===== src/dspwm_pkg.sv =====
// Purpose: shared constants and types of the dual-slope pwm timer block
// Assumes: 8-bit register port, one clock, prescaled tick given as an enable
// Notes: offsets are byte addresses on the plain register port
package dspwm_pkg;

    // data width of counter, compare values and registers
    localparam int unsigned DATA_W = 8;

    // register offsets
    localparam logic [7:0] OFS_CTRL_A = 8'h44;
    localparam logic [7:0] OFS_CTRL_B = 8'h45;
    localparam logic [7:0] OFS_COUNT = 8'h46;
    localparam logic [7:0] OFS_CMP_A = 8'h47;
    localparam logic [7:0] OFS_CMP_B = 8'h48;
    localparam logic [7:0] OFS_FLAGS = 8'h49;
    localparam logic [7:0] OFS_PIN_DIR = 8'h4A;

    // control a fields: output_action_a [7:6], output_action_b [5:4], waveform_select_lo [1:0]
    localparam int unsigned ACT_A_POS = 6;
    localparam int unsigned ACT_B_POS = 4;
    localparam int unsigned WAVE_LO_POS = 0;
    localparam logic [7:0] CTRL_A_WMASK = 8'hF3;
    // control b field: waveform_select_hi
    localparam int unsigned WAVE_HI_POS = 3;
    // flags fields, write one to clear
    localparam int unsigned FLAG_OVF_POS = 0;
    localparam int unsigned FLAG_MATCH_POS = 1;
    // pin direction fields, one bit per channel from bit 0
    localparam int unsigned DIR_POS = 0;

    // reset values
    localparam logic [7:0] CTRL_A_RST = 8'h00;
    localparam logic WAVE_HI_RST = 1'b0;
    localparam logic [7:0] COUNT_RST = 8'h00;
    localparam logic [7:0] CMP_RST = 8'h00;
    localparam logic [2:0] FLAGS_RST = 3'h0;
    localparam logic [1:0] PIN_DIR_RST = 2'h0;

    // counter limits
    localparam logic [7:0] BOTTOM = 8'h00;
    localparam logic [7:0] MAX = 8'hFF;
    // dual-slope period in ticks at top max
    localparam int unsigned DUAL_PERIOD_TICKS = 510;

    // waveform_select codes
    localparam logic [2:0] WAVE_NORMAL = 3'h0;
    localparam logic [2:0] WAVE_DUAL_MAX = 3'h1;
    localparam logic [2:0] WAVE_CTC = 3'h2;
    localparam logic [2:0] WAVE_FAST_MAX = 3'h3;
    localparam logic [2:0] WAVE_DUAL_CMP = 3'h5;
    localparam logic [2:0] WAVE_FAST_CMP = 3'h7;

    // output_action codes
    localparam logic [1:0] ACT_OFF = 2'h0;
    localparam logic [1:0] ACT_TOGGLE = 2'h1;
    localparam logic [1:0] ACT_CLEAR = 2'h2;
    localparam logic [1:0] ACT_SET = 2'h3;

    // counting family of the selected waveform
    typedef enum logic [1:0] {
        DSPWM_NON_PWM,
        DSPWM_FAST,
        DSPWM_DUAL
    } dspwm_class_e;

endpackage


===== src/dspwm_wave_unit.sv =====
// Purpose: one output compare channel: waveform level and pin override
// Assumes: match, top and bottom events come from the counter, valid with tick
// Notes: toggle in pwm modes exists only where CAN_TOGGLE is set
`timescale 1ns/10ps
module dspwm_wave_unit #(
    parameter bit CAN_TOGGLE = 1'b1
) (
    // clock and reset
    input wire logic mclk_in,
    input wire logic resetn_in,
    // counter events
    input wire logic tick_in,
    input wire logic match_in,
    input wire logic cmp_is_top_in,
    input wire logic at_top_in,
    input wire logic at_bottom_in,
    input wire logic counting_up_in,
    // configuration
    input wire dspwm_pkg::dspwm_class_e class_in,
    input wire logic [1:0] action_in,
    input wire logic wave_hi_in,
    // pin
    input wire logic port_data_in,
    input wire logic pin_dir_in,
    output logic pin_out,
    output logic pin_oe_out,
    output logic wave_out
);

    logic wave;
    logic next_wave;

    // event decode
    wire pwm_mode = (class_in != dspwm_pkg::DSPWM_NON_PWM);
    wire act_hi = action_in[1];
    wire toggle_on = (action_in == dspwm_pkg::ACT_TOGGLE)
        && (!pwm_mode || (CAN_TOGGLE && wave_hi_in)); // RULE6 RULE14
    // compare at top, action high: match ignored
    wire suppress = pwm_mode && act_hi && cmp_is_top_in; // RULE16 RULE17
    wire hit = tick_in && match_in && !suppress; // RULE20
    wire connected = (action_in != dspwm_pkg::ACT_OFF)
        && !(pwm_mode && action_in == dspwm_pkg::ACT_TOGGLE && !toggle_on); // RULE7 RULE6

    // next level; only events move it, new action waits for a match, or in pwm modes a bottom or top event
    always_comb begin
        next_wave = wave; // RULE18
        unique case (class_in)
            dspwm_pkg::DSPWM_NON_PWM: begin
                if (hit) begin
                    unique case (action_in)
                        dspwm_pkg::ACT_TOGGLE: next_wave = ~wave; // RULE14
                        dspwm_pkg::ACT_CLEAR: next_wave = 1'b0; // RULE14
                        dspwm_pkg::ACT_SET: next_wave = 1'b1; // RULE14
                        dspwm_pkg::ACT_OFF: next_wave = wave; // RULE14
                    endcase
                end
            end
            dspwm_pkg::DSPWM_FAST: begin
                if (toggle_on && hit) begin
                    next_wave = ~wave; // RULE6
                end else if (act_hi) begin
                    if (tick_in && at_bottom_in) begin
                        next_wave = ~action_in[0]; // RULE15 RULE16
                    end
                    if (hit) begin
                        next_wave = action_in[0]; // RULE15
                    end
                end
            end
            dspwm_pkg::DSPWM_DUAL: begin
                if (toggle_on && hit) begin
                    next_wave = ~wave; // RULE6
                end else if (act_hi) begin
                    // forced edge at bottom keeps the period symmetric
                    if (tick_in && at_bottom_in) begin
                        next_wave = ~action_in[0]; // RULE10 RULE11
                    end
                    if (tick_in && at_top_in && cmp_is_top_in) begin
                        next_wave = ~action_in[0]; // RULE17 RULE9
                    end
                    // a match at bottom counts as up, so compare at bottom stays low
                    if (hit) begin
                        next_wave = counting_up_in ? action_in[0] : ~action_in[0]; // RULE5 RULE9
                    end
                end
            end
            default: next_wave = wave;
        endcase
    end

    // level register
    always_ff @(posedge mclk_in) begin
        if (!resetn_in) begin
            wave <= 1'b0;
        end else begin
            wave <= next_wave;
        end
    end

    // pin override: driver enabled only by the direction bit
    assign pin_out = connected ? wave : port_data_in; // RULE7
    assign pin_oe_out = pin_dir_in; // RULE8
    assign wave_out = wave;

endmodule


===== src/dspwm_timer.sv =====
// Purpose: 8-bit timer with dual-slope, single-slope and non-pwm waveforms
// Assumes: tick_enable_in is a one-cycle enable from an external prescaler
// Notes: registers sit on a plain port, read data stands one cycle later
// Behaviour
// RULE1: waveform modes 1 and 5 count up then down
// RULE2: mode 1 top is 0xFF, mode 5 uses compare a
// RULE3: count holds top one tick, then counts down
// RULE4: dual-slope sets overflow flag at bottom
// RULE5: action two clears up, sets down; three opposite
// RULE6: action one toggles a only with waveform high bit
// RULE7: nonzero action hands pin to waveform
// RULE8: pin driven only when direction bit is output
// RULE9: compare bottom low, compare max high, inverted opposite
// RULE10: leaving max still gives edge at bottom
// RULE11: missed up match still gives edge at bottom
// RULE12: dual-slope period is 510 ticks
// RULE13: counter advances only on tick enable
// RULE14: non-pwm actions: off, toggle, clear, set
// RULE15: single-slope: match level, opposite at bottom
// RULE16: single-slope compare at top: action at bottom
// RULE17: dual-slope compare at top: action at top
// RULE18: new action takes effect at next match; pwm modes also apply it at the next bottom or top event
// RULE19: waveform select joins control a and b bits
// RULE20: compare evaluated and output updated each tick
`timescale 1ns/10ps
module dspwm_timer #(
    parameter int unsigned CHANNELS = 2
) (
    // clock and reset
    input wire logic mclk_in,
    input wire logic resetn_in,
    // register port
    input wire logic [7:0] reg_addr_in,
    input wire logic [7:0] reg_wdata_in,
    input wire logic reg_write_in,
    input wire logic reg_read_in,
    output logic [7:0] reg_rdata_out,
    // prescaled timer tick
    input wire logic tick_enable_in,
    // normal port data for the waveform pins, channel a in bit 0
    input wire logic [CHANNELS-1:0] port_data_in,
    // waveform pins, channel a in bit 0
    output logic [CHANNELS-1:0] pin_out,
    output logic [CHANNELS-1:0] pin_oe_out,
    output logic [CHANNELS-1:0] wave_out,
    // status
    output logic [7:0] timer_count_out,
    output logic count_up_out,
    output logic overflow_flag_out,
    output logic [CHANNELS-1:0] match_flag_out
);

    // stored state
    logic [7:0] ctrl_a;
    logic wave_hi;
    logic [7:0] timer_count;
    logic count_up;
    logic [7:0] cmp_buf [CHANNELS];
    logic [7:0] cmp_act [CHANNELS];
    logic [CHANNELS:0] flags;
    logic [CHANNELS-1:0] pin_dir;
    logic [7:0] rdata;
    logic [7:0] next_count;
    logic next_up;

    // register write decode
    wire wr_ctrl_a = reg_write_in && (reg_addr_in == dspwm_pkg::OFS_CTRL_A);
    wire wr_ctrl_b = reg_write_in && (reg_addr_in == dspwm_pkg::OFS_CTRL_B);
    wire wr_count = reg_write_in && (reg_addr_in == dspwm_pkg::OFS_COUNT);
    wire wr_flags = reg_write_in && (reg_addr_in == dspwm_pkg::OFS_FLAGS);
    wire wr_dir = reg_write_in && (reg_addr_in == dspwm_pkg::OFS_PIN_DIR);

    // mode decode from both control registers
    wire [2:0] waveform_select = {wave_hi, ctrl_a[dspwm_pkg::WAVE_LO_POS +: 2]}; // RULE19
    wire is_dual = (waveform_select == dspwm_pkg::WAVE_DUAL_MAX)
        || (waveform_select == dspwm_pkg::WAVE_DUAL_CMP); // RULE1
    wire is_fast = (waveform_select == dspwm_pkg::WAVE_FAST_MAX)
        || (waveform_select == dspwm_pkg::WAVE_FAST_CMP);
    wire is_ctc = (waveform_select == dspwm_pkg::WAVE_CTC);
    wire top_from_cmp = (waveform_select == dspwm_pkg::WAVE_DUAL_CMP)
        || (waveform_select == dspwm_pkg::WAVE_FAST_CMP) || is_ctc;
    wire [7:0] top = top_from_cmp ? cmp_act[0] : dspwm_pkg::MAX; // RULE2
    wire dspwm_pkg::dspwm_class_e mode_class = is_dual ? dspwm_pkg::DSPWM_DUAL
        : (is_fast ? dspwm_pkg::DSPWM_FAST : dspwm_pkg::DSPWM_NON_PWM);

    // counter position decode
    wire at_top = (timer_count == top);
    wire at_bottom = (timer_count == dspwm_pkg::BOTTOM);
    // waveform bottom: dual at zero, single at wrap
    wire wave_bottom = is_dual ? at_bottom : at_top;
    // a compare match at zero belongs to the rising slope
    wire match_up = count_up || at_bottom;

    // next count; dual-slope gives 2*top ticks, 510 when top is max
    always_comb begin
        next_count = timer_count;
        next_up = count_up;
        if (is_dual) begin
            if (count_up) begin
                if (timer_count >= top) begin
                    // top held for this one tick, then the slope turns
                    next_up = 1'b0; // RULE3
                    next_count = at_bottom ? timer_count : timer_count - 8'h01; // RULE3 RULE12
                end else begin
                    next_count = timer_count + 8'h01; // RULE1
                end
            end else begin
                if (at_bottom) begin
                    next_up = 1'b1; // RULE1
                    next_count = (top == dspwm_pkg::BOTTOM) ? timer_count : 8'h01;
                end else begin
                    next_count = timer_count - 8'h01; // RULE1
                end
            end
        end else begin
            next_up = 1'b1;
            if ((is_fast || is_ctc) && at_top) begin
                next_count = dspwm_pkg::BOTTOM;
            end else begin
                next_count = timer_count + 8'h01;
            end
        end
    end

    // flag events, valid only on a tick
    wire ovf_event = tick_enable_in && (is_dual
        ? (next_count == dspwm_pkg::BOTTOM && !at_bottom) // RULE4
        : (is_fast ? at_top : timer_count == dspwm_pkg::MAX));
    logic [CHANNELS-1:0] match;
    logic [CHANNELS-1:0] match_event;
    logic [CHANNELS:0] flag_set;
    logic [CHANNELS:0] flag_clr;
    assign flag_set = {match_event, ovf_event};
    assign flag_clr = wr_flags ? reg_wdata_in[CHANNELS:0] : '0;

    // counter and direction; a software write wins over the tick
    always_ff @(posedge mclk_in) begin
        if (!resetn_in) begin
            timer_count <= dspwm_pkg::COUNT_RST;
            count_up <= 1'b1;
        end else if (wr_count) begin
            timer_count <= reg_wdata_in;
            count_up <= count_up || !is_dual;
        end else if (tick_enable_in) begin
            timer_count <= next_count; // RULE13
            count_up <= next_up; // RULE13
        end else if (!is_dual) begin
            count_up <= 1'b1;
        end
    end

    // control, flags, direction; set beats a same-cycle clear
    always_ff @(posedge mclk_in) begin
        if (!resetn_in) begin
            ctrl_a <= dspwm_pkg::CTRL_A_RST;
            wave_hi <= dspwm_pkg::WAVE_HI_RST;
            flags <= '0;
            pin_dir <= '0;
        end else begin
            if (wr_ctrl_a) begin
                ctrl_a <= reg_wdata_in & dspwm_pkg::CTRL_A_WMASK;
            end
            if (wr_ctrl_b) begin
                wave_hi <= reg_wdata_in[dspwm_pkg::WAVE_HI_POS]; // RULE19
            end
            if (wr_dir) begin
                pin_dir <= reg_wdata_in[dspwm_pkg::DIR_POS +: CHANNELS]; // RULE8
            end
            flags <= (flags & ~flag_clr) | flag_set; // RULE4
        end
    end

    // per channel: compare buffer, match and waveform unit
    genvar ch;
    generate
        for (ch = 0; ch < CHANNELS; ch++) begin : g_chan
            localparam logic [7:0] CH_OFS = dspwm_pkg::OFS_CMP_A + 8'(ch);
            wire wr_cmp = reg_write_in && (reg_addr_in == CH_OFS);
            // pwm modes load the compare at top (dual) or bottom (single)
            wire load_cmp = (mode_class == dspwm_pkg::DSPWM_NON_PWM)
                || (tick_enable_in && at_top);
            wire [1:0] action = (ch == 0)
                ? ctrl_a[dspwm_pkg::ACT_A_POS +: 2]
                : ctrl_a[dspwm_pkg::ACT_B_POS +: 2];

            assign match[ch] = (timer_count == cmp_act[ch]); // RULE20
            assign match_event[ch] = tick_enable_in && match[ch]; // RULE20

            always_ff @(posedge mclk_in) begin
                if (!resetn_in) begin
                    cmp_buf[ch] <= dspwm_pkg::CMP_RST;
                    cmp_act[ch] <= dspwm_pkg::CMP_RST;
                end else begin
                    if (wr_cmp) begin
                        cmp_buf[ch] <= reg_wdata_in;
                    end
                    if (load_cmp) begin
                        cmp_act[ch] <= wr_cmp ? reg_wdata_in : cmp_buf[ch];
                    end
                end
            end

            // only channel a may toggle in the pwm modes
            dspwm_wave_unit #(
                .CAN_TOGGLE(ch == 0)
            ) u_wave (
                .mclk_in(mclk_in),
                .resetn_in(resetn_in),
                .tick_in(tick_enable_in),
                .match_in(match[ch]),
                .cmp_is_top_in(cmp_act[ch] == top),
                .at_top_in(at_top),
                .at_bottom_in(wave_bottom),
                .counting_up_in(match_up),
                .class_in(mode_class),
                .action_in(action),
                .wave_hi_in(wave_hi),
                .port_data_in(port_data_in[ch]),
                .pin_dir_in(pin_dir[ch]),
                .pin_out(pin_out[ch]),
                .pin_oe_out(pin_oe_out[ch]),
                .wave_out(wave_out[ch])
            );
        end
    endgenerate

    // read selection; compare reads give the written value
    wire [7:0] rd_ctrl_b = {4'h0, wave_hi, 3'h0};
    wire [7:0] rd_flags = {{(7 - CHANNELS){1'b0}}, flags};
    wire [7:0] rd_dir = {{(8 - CHANNELS){1'b0}}, pin_dir};
    wire [7:0] rd_value =
        (reg_addr_in == dspwm_pkg::OFS_CTRL_A) ? ctrl_a :
        (reg_addr_in == dspwm_pkg::OFS_CTRL_B) ? rd_ctrl_b :
        (reg_addr_in == dspwm_pkg::OFS_COUNT) ? timer_count :
        (reg_addr_in == dspwm_pkg::OFS_CMP_A) ? cmp_buf[0] :
        (reg_addr_in == dspwm_pkg::OFS_CMP_B) ? cmp_buf[CHANNELS-1] :
        (reg_addr_in == dspwm_pkg::OFS_FLAGS) ? rd_flags :
        (reg_addr_in == dspwm_pkg::OFS_PIN_DIR) ? rd_dir : 8'h00;

    // read data stands one cycle after the strobe
    always_ff @(posedge mclk_in) begin
        if (!resetn_in) begin
            rdata <= 8'h00;
        end else begin
            rdata <= reg_read_in ? rd_value : 8'h00;
        end
    end

    // status outputs
    assign reg_rdata_out = rdata;
    assign timer_count_out = timer_count;
    assign count_up_out = count_up;
    assign overflow_flag_out = flags[dspwm_pkg::FLAG_OVF_POS];
    assign match_flag_out = flags[dspwm_pkg::FLAG_MATCH_POS +: CHANNELS];

endmodule


===== config.mk =====
export PLATFORM = sky130hd
export DESIGN_NAME = dspwm_timer
export DESIGN_NICKNAME = d
export VERILOG_FILES = /design/src/dspwm_pkg.sv /design/src/dspwm_wave_unit.sv /design/src/dspwm_timer.sv
export SDC_FILE = /design/constraint.sdc
export NUM_CORES = 1
export LEC_CHECK = 0
export BUFFER_PORTS_ARGS = -buffer_cell sky130_fd_sc_hd__buf_2
export CORE_UTILIZATION = 35
export DETAILED_ROUTE_END_ITERATION = 10
export MAX_ROUTING_LAYER = met4
export PLACE_DENSITY = 0.56
export SLEW_MARGIN = 10
export SYNTH_ARGS = -nofsm -noshare
export SYNTH_HDL_FRONTEND = slang
export SYNTH_SLANG_ARGS = --single-unit

===== constraint.sdc =====
create_clock -name mclk_in -period 7 [get_ports mclk_in]
set_clock_uncertainty 0.1 [all_clocks]
set_input_delay 1.05 -clock mclk_in [delete_from_list [all_inputs] [get_ports mclk_in]]
set_output_delay 1.05 -clock mclk_in [all_outputs]
set_load 0.005 [all_outputs]

==> reports/qor.csv, run 1 <==
stage;metric;value;unit
logic_synthesis;EDFF count, synth;32;
timing;Worst-Margin Slew;1.15;ns
cts;CTS max path bufs;2;
timing;final slew viol count;0;
min_path;Hold Path Stages;2;
pwr;Pwr Density;195;mW/mm^2
cts;worst-skew pair later-pin latency;0.33;ns
timing;fmax;235;MHz
grt;initial antenna violation count;0;
detailed_routing;vias;4313;
status;status;complete, no violations;
logic_synthesis;FF+latch count, synth;63;
setup_path;FF-to-FF Start;ctrl_a[1];
timing;setup TNS;0;ns
detailed_routing;wire per inst;20.1;um
die;Initial Util;0.363;
die;die area;0.0131;mm^2
finish;layout cells sized above 1;0.144;
detailed_routing;Antenna Violating Nets Remaining;0;
detailed_routing;DRT Pass-1 Iters;5;
timing;final setup vio count;0;
logic_synthesis;Synth top area share;0.218;
grt;first-pass GRT wire length;23000;um
cts;hold buffers post-CTS;0;
min_path;Endpoint, Worst Hold;flags[1];
setup_path;Worst EP arrival;4.39;ns
min_path;Hold Crit Start;flags[1];
die;Die W;114;um
timing;RSZ-0062 raised after global routing;false;
cts;PostCTS Resize Cnt;0;
logic_synthesis;mapped cell area;0.00442;mm^2
logic_synthesis;synth unique cells;66;
logic_synthesis;top-count cell post-synth;nand2_1;
setup_path;worst setup path category;reg2reg;
placed_design;Area after DPL;0.00472;mm^2
timing;minimum clock period;4.25;ns
logic_synthesis;dominant cells by area after synthesis;edfxtp_1 22%, dfxtp_1 14%, a21oi_1 5.8%, nand2_1 5.7%, nand3_1 3.4%;
cts;Clock transition at path regs;0.06;ns
logic_synthesis;Gate Count Post-Synth;536;
detailed_routing;routed vias/inst;5.89;
pwr;worst vdd ir;159;uV
logic_synthesis;Syn. warnings;0;
die;die height;114;um
logic_synthesis;commonest cells in the netlist;67 x nand2_1, 51 x a21oi_1, 33 x nor2_1;
cts;CTS tree;built;
cts;H-tree depth;3;
grt;grt ovf;0;
setup_path;R2R Path End;timer_count_out[4];
finish;Final nets;592;
finish;Layout Cell Area excl Fill;0.00502;mm^2
logic_synthesis;Avg Inst Size Synth;8.24;um^2
logic_synthesis;Synth area leader;edfxtp_1;
detailed_routing;detailed router's first-iteration violation count;468;
cts;Num CTS Buffers;9;
grt;vias in the first global route;4046;
logic_synthesis;top_reg_cell synth;edfxtp_1;
finish;# fillers;1256;
placed_design;Port Buffer Count;48;
placed_design;cell count after placement;716;
detailed_routing;final wirelength;14700;um
cts;CTS root buf;clkbuf_16;
setup_path;crit path from;ctrl_a[1];
setup_path;startpoint types;flop;
detailed_routing;# DRC;0;
pwr;P_leak;1.83;nW
cts;Sink Count;63;
finish;Syn-to-layout area delta;13.6;%
placed_design;routability cong.;0.949;
cts;post-CTS setup buffer count;0;
logic_synthesis;post-synthesis sequential area ratio;0.358;
timing;Worst slew margin;0.228;
job;maxcap violations;0;
setup_path;CP Capture Type;flop;
setup_path;FF-to-FF setup slack;2.75;ns
logic_synthesis;syn_nets;569;
setup_path;FF-to-FF path depth;11;
die;I/O pins;49;
placed_design;hpwl dp;10600;um
setup_path;Worst EP required;7.14;ns
timing;Hold Worst Slack;0.422;ns
timing;final worst-path cycle share;0.607;
min_path;Hold Crit Class;reg2reg;
finish;Post-Layout Cell Count;732;
die;core area;0.0122;mm^2
grt;GR Util All Layers;0.242;
logic_synthesis;asr flop ratio synth;0;
setup_path;maximum fanout along the worst path;15;
die;row count;40;
finish;antenna cells;0;
timing;final hold vios;0;
grt;pin count of the biggest net entering global routing;30;
cell usage in the layout, fill, tap and decap left out, types with 9 or more instances in the layout:
cell type   n
nand3_1    30
dfxtp_1    31
nor3_1     19
and2_1     20
ha_1       10
xnor2_1    13
xor2_1     13
a21oi_1    51
clkbuf_16   9
o21ai_0    17
a22oi_1    10
edfxtp_1   32
nor2_1     33
nor4_1      9
inv_1      13
nand2_1    67
buf_2      48
layer usage:
layer | share of wire | global-route usage | up-vias
li1 | - | - | 2029
met1 | 0.45 | 0.317 | 2035
met2 | 0.46 | 0.369 | 203
met3 | 0.061 | 0.0328 | 46
met4 | 0.036 | 0.114 | 0
met5 | 0 | - | -
state kept, by name (all words and copies together) (netlist names):
name,count
cmp_act,16
cmp_buf,16
reg_rdata_out,8
timer_count_out,8
ctrl_a,6
flags,3
g_chan.u_wave.wave_out,2
pin_dir,2
count_up_out,1
wave_hi,1
final cells by class:
cell class	instances	area, um^2	share of cell area
multi-input cells	419	2610	0.519
flip-flops and latches	63	1580	0.315
repair buffers	52	270	0.0539
clock buffers	9	225	0.0449
well taps	168	210	0.0419
clock inverters	7	71.3	0.0142
inverters	14	52.6	0.0105
how the worst max path moves through the flow:
stage | to | slack, ns | cells past startpoint
finish | timer_count_out[4] | 2.75 | 11
global route | timer_count_out[4] | 2.45 | 11
CTS | timer_count_out[4] | 2.83 | 11
detailed placement | timer_count_out[4] | 2.85 | 11
global placement | timer_count_out[4] | 3.03 | 11
floorplan | timer_count_out[4] | 3.24 | 12
report_power, final:
| part | leakage, nW | total, mW | switching, mW | internal, mW |
|---|---|---|---|---|
| sequential | 0.588 | 0.428 | 0.0273 | 0.401 |
| combinational | 1.11 | 0.102 | 0.0622 | 0.0396 |
| clock | 0.139 | 0.446 | 0.171 | 0.275 |
per-stage QoR:
stage,setup slack (ns),power (mW),util
after global routing,2.45,1.01,0.413
after CTS,2.83,0.979,0.413
after floorplan,3.24,0.491,-
after detailed placement,2.85,0.535,0.388
after global placement,3.03,0.534,0.388
final,2.75,0.976,0.413
cell families after synthesis:
family	count (synthesis)	synth area share
buf+inv	54	0.0518
xor+xnor	26	0.0516
mux	12	0.0286
simple gates	227	0.263
fa+ha+maj	10	0.0283
compound gates	144	0.218
flops	63	0.358
worst max-delay path, stage by stage, from the launching register on:
cell and delay (ns):
dfxtp_1 0.58, nor3b_1 0.53, nor2_1 0.28, or2_2 0.34, ha_1 0.29, nand2b_1 0.15, a2111o_1 0.44, a211oi_2 0.61
mux2_2 0.40, o221ai_1 0.17, o211ai_1 0.12, a21oi_1 0.16
Note: power is estimated with default switching activity, not from simulation.
==> run 2: changes to the inputs <==
--- a/config.mk
+++ b/config.mk
@@ -9,7 +9,7 @@
 export CORE_UTILIZATION = 35
 export DETAILED_ROUTE_END_ITERATION = 10
 export MAX_ROUTING_LAYER = met4
-export PLACE_DENSITY = 0.56
+export PLACE_DENSITY = 0.58
 export SLEW_MARGIN = 10
 export SYNTH_ARGS = -nofsm -noshare
 export SYNTH_HDL_FRONTEND = slang
==> constraint.sdc (replaced) <==
create_clock -name mclk_in -period 3.78 [get_ports mclk_in]
set_clock_uncertainty 0.1 [all_clocks]
set_input_delay 0.567 -clock mclk_in [delete_from_list [all_inputs] [get_ports mclk_in]]
set_output_delay 0.567 -clock mclk_in [all_outputs]
set_load 0.005 [all_outputs]
==> run 2 against run 1 <==
  * Sequential share of layout area shrank 0.79 points
  * Register-to-register slack lost 2.5 ns
  * Wire length shrank 1.3%
  * Critical path depth is the same
  * Clock-buffer cell count grew 3
  * Utilization grew 1.1 points
  * Global-route usage shrank 0.20 points
  * Critical path type unchanged
  * Largest cell class unchanged
  * Largest power group unchanged
  * Highest routed layer unchanged
==> reports/qor.csv, run 2 (synthesized netlist as in run 1, its figures left out) <==
stage;metric;value;unit;change
timing;Hold Worst Slack;0.417;ns;-0.00528 ns
timing;final slew viol count;0;;unchanged
placed_design;hpwl dp;10800;um;+1.8%
die;Initial Util;0.363;;unchanged
timing;Worst slew margin;0.523;;+0.295
detailed_routing;final wirelength;14600;um;-1.3%
setup_path;crit path from;wave_hi;;
detailed_routing;Antenna Violating Nets Remaining;0;;unchanged
setup_path;Worst EP required;3.95;ns;-3.19 ns
timing;fmax;287;MHz;+22%
detailed_routing;wire per inst;19.4;um;-3.8%
pwr;worst vdd ir;272;uV;+70%
timing;final setup vio count;0;;unchanged
cts;CTS tree;built;;
cts;PostCTS Resize Cnt;0;;unchanged
timing;final worst-path cycle share;0.921;;+0.315
finish;biggest regs;cmp_act: 16 flops, cmp_buf: 16 flops;;
setup_path;CP max stage cell;a2111o_1;;
cts;CTS max path bufs;2;;unchanged
setup_path;startpoint types;flop;;
setup_path;CP delay by family, top;simple AND/OR/NAND/NOR gates;;
detailed_routing;DRT Pass-1 Iters;5;;unchanged
placed_design;cell count after placement;735;;+2.7%
pwr;P_leak;1.94;nW;+5.6%
timing;RSZ-0062 raised after global routing;false;;
timing;setup TNS;0;ns;unchanged
setup_path;worst-path cell chain;nor3b_1 > nor2_1 > or2_2 > ha_1 > nand2b_1 > a2111o_1 > a211oi_1 > nand2b_1 > a221oi_1 > or3_1 > a21oi_1;;
cts;Sink Count;63;;unchanged
status;status;complete, no violations;;
finish;Syn-to-layout area delta;16.5;%;
setup_path;CP Capture Type;flop;;
grt;first-pass GRT wire length;23000;um;about the same
die;Die W;114;um;unchanged
grt;GR Util All Layers;0.240;;-0.00204
die;die area;0.0131;mm^2;unchanged
setup_path;Worst EP arrival;3.65;ns;-0.74 ns
min_path;Hold Crit Class;reg2reg;;
grt;pin count of the biggest net entering global routing;30;;unchanged
timing;Worst-Margin Slew;0.714;ns;-0.435 ns
detailed_routing;routed vias/inst;5.86;;-0.52%
cts;H-tree depth;3;;unchanged
setup_path;Worst path depth;11;;unchanged
finish;layout cells sized above 1;0.172;;+0.0279
pwr;post-layout power;1.78;mW;+83%
cts;Clock transition at path regs;0.06;ns;about the same
setup_path;crit-path most repeated cell;nand2b_1;;
cts;hold buffers post-CTS;0;;unchanged
die;die height;114;um;unchanged
placed_design;Port Buffer Count;48;;unchanged
setup_path;worst setup path category;reg2reg;;
detailed_routing;# DRC;0;;unchanged
cts;worst-skew pair later-pin latency;0.34;ns;about the same
finish;Final nets;611;;+3.2%
job;maxcap violations;0;;unchanged
cts;Num CTS Buffers;9;;unchanged
placed_design;Area after DPL;0.00486;mm^2;+3.0%
die;I/O pins;49;;unchanged
finish;antenna cells;0;;unchanged
detailed_routing;vias;4402;;+2.1%
pwr;Pwr Density;346;mW/mm^2;+78%
cts;post-CTS setup buffer count;0;;unchanged
setup_path;FF-to-FF setup slack;0.30;ns;-2.45 ns
cts;CTS root buf;clkbuf_16;;
finish;Post-Layout Cell Count;751;;+2.6%
detailed_routing;detailed router's first-iteration violation count;452;;-3.4%
timing;minimum clock period;3.48;ns;-0.765 ns
finish;most common cell after layout, fill and taps aside;nand2_1;;
setup_path;Buf/Inv on CP;0;;unchanged
placed_design;routability cong.;0.903;;-4.9%
finish;Layout Cell Area excl Fill;0.00515;mm^2;+2.6%
finish;most frequent cells in the layout;67 x nand2_1, 51 x a21oi_1, 48 x buf_2;;
grt;grt ovf;0;;unchanged
setup_path;FF-to-FF Start;wave_hi;;
setup_path;Critical Path Max Stage Delay;0.46;ns;-0.15 ns
grt;initial antenna violation count;0;;unchanged
timing;final hold vios;0;;unchanged
setup_path;FF-to-FF path depth;11;;unchanged
min_path;Hold Path Stages;2;;unchanged
min_path;Hold Crit Start;flags[1];;
grt;vias in the first global route;4138;;+2.3%
die;core area;0.0122;mm^2;unchanged
die;row count;40;;unchanged
setup_path;maximum fanout along the worst path;11;;-4
-- run 2: cell types whose count changed in the layout (fill, tap and decap cells not counted) --
cell / previous run / this run
clkinv_4: 1 / 0
bufinv_16: 1 / 0
clkinvlp_4: 2 / 0
clkbuf_8: 0 / 2
clkinv_1: 2 / 1
inv_4: 0 / 2
clkbuf_1: 0 / 1
buf_4: 4 / 23
-- run 2: area by class of cell --
type | instances | area, um^2
Timing Repair Buffer | 71 | 413
Sequential cell | 63 | 1580
Clock buffer | 12 | 256
Fill cell | 1228 | 7020
Multi-Input combinational cell | 419 | 2610
Tap cell | 168 | 210
Inverter | 14 | 52.6
Clock inverter | 4 | 26.3
-- run 2: final timing paths --
| path | to |
|---|---|
| worst max-delay path | timer_count_out[3] |
| worst min-delay path | flags[1] |
| worst max register to register | timer_count_out[3] |
| worst min register to register | flags[1] |
-- run 2: layer usage --
| metal | global-route usage | part of all wire | vias up |
|---|---|---|---|
| met3 | 0.0445 | 0.069 | 25 |
| met1 | 0.314 | 0.45 | 2096 |
| met4 | 0.0632 | 0.015 | 0 |
| li1 | - | - | 2074 |
| met2 | 0.380 | 0.47 | 207 |
| met5 | - | 0 | - |
-- run 2: tightest hold or removal path, stage by stage (launching register included) --
cell and delay (ns):
dfxtp_1 0.34, nand2_1 0.07, a21oi_1 0.06
-- run 2: through the flow --
stage	utilization	worst slack [ns]
after floorplan	-	0.0249
after global placement	0.400	0.456
after detailed placement	0.400	0.355
after CTS	0.423	0.334
after global routing	0.423	0.115
final	0.423	0.297
-- run 2: power breakdown --
group | switching, mW | internal [mW]
combinational | 0.128 | 0.0810
sequential | 0.0367 | 0.743
clock | 0.312 | 0.481
total | 0.477 | 1.31
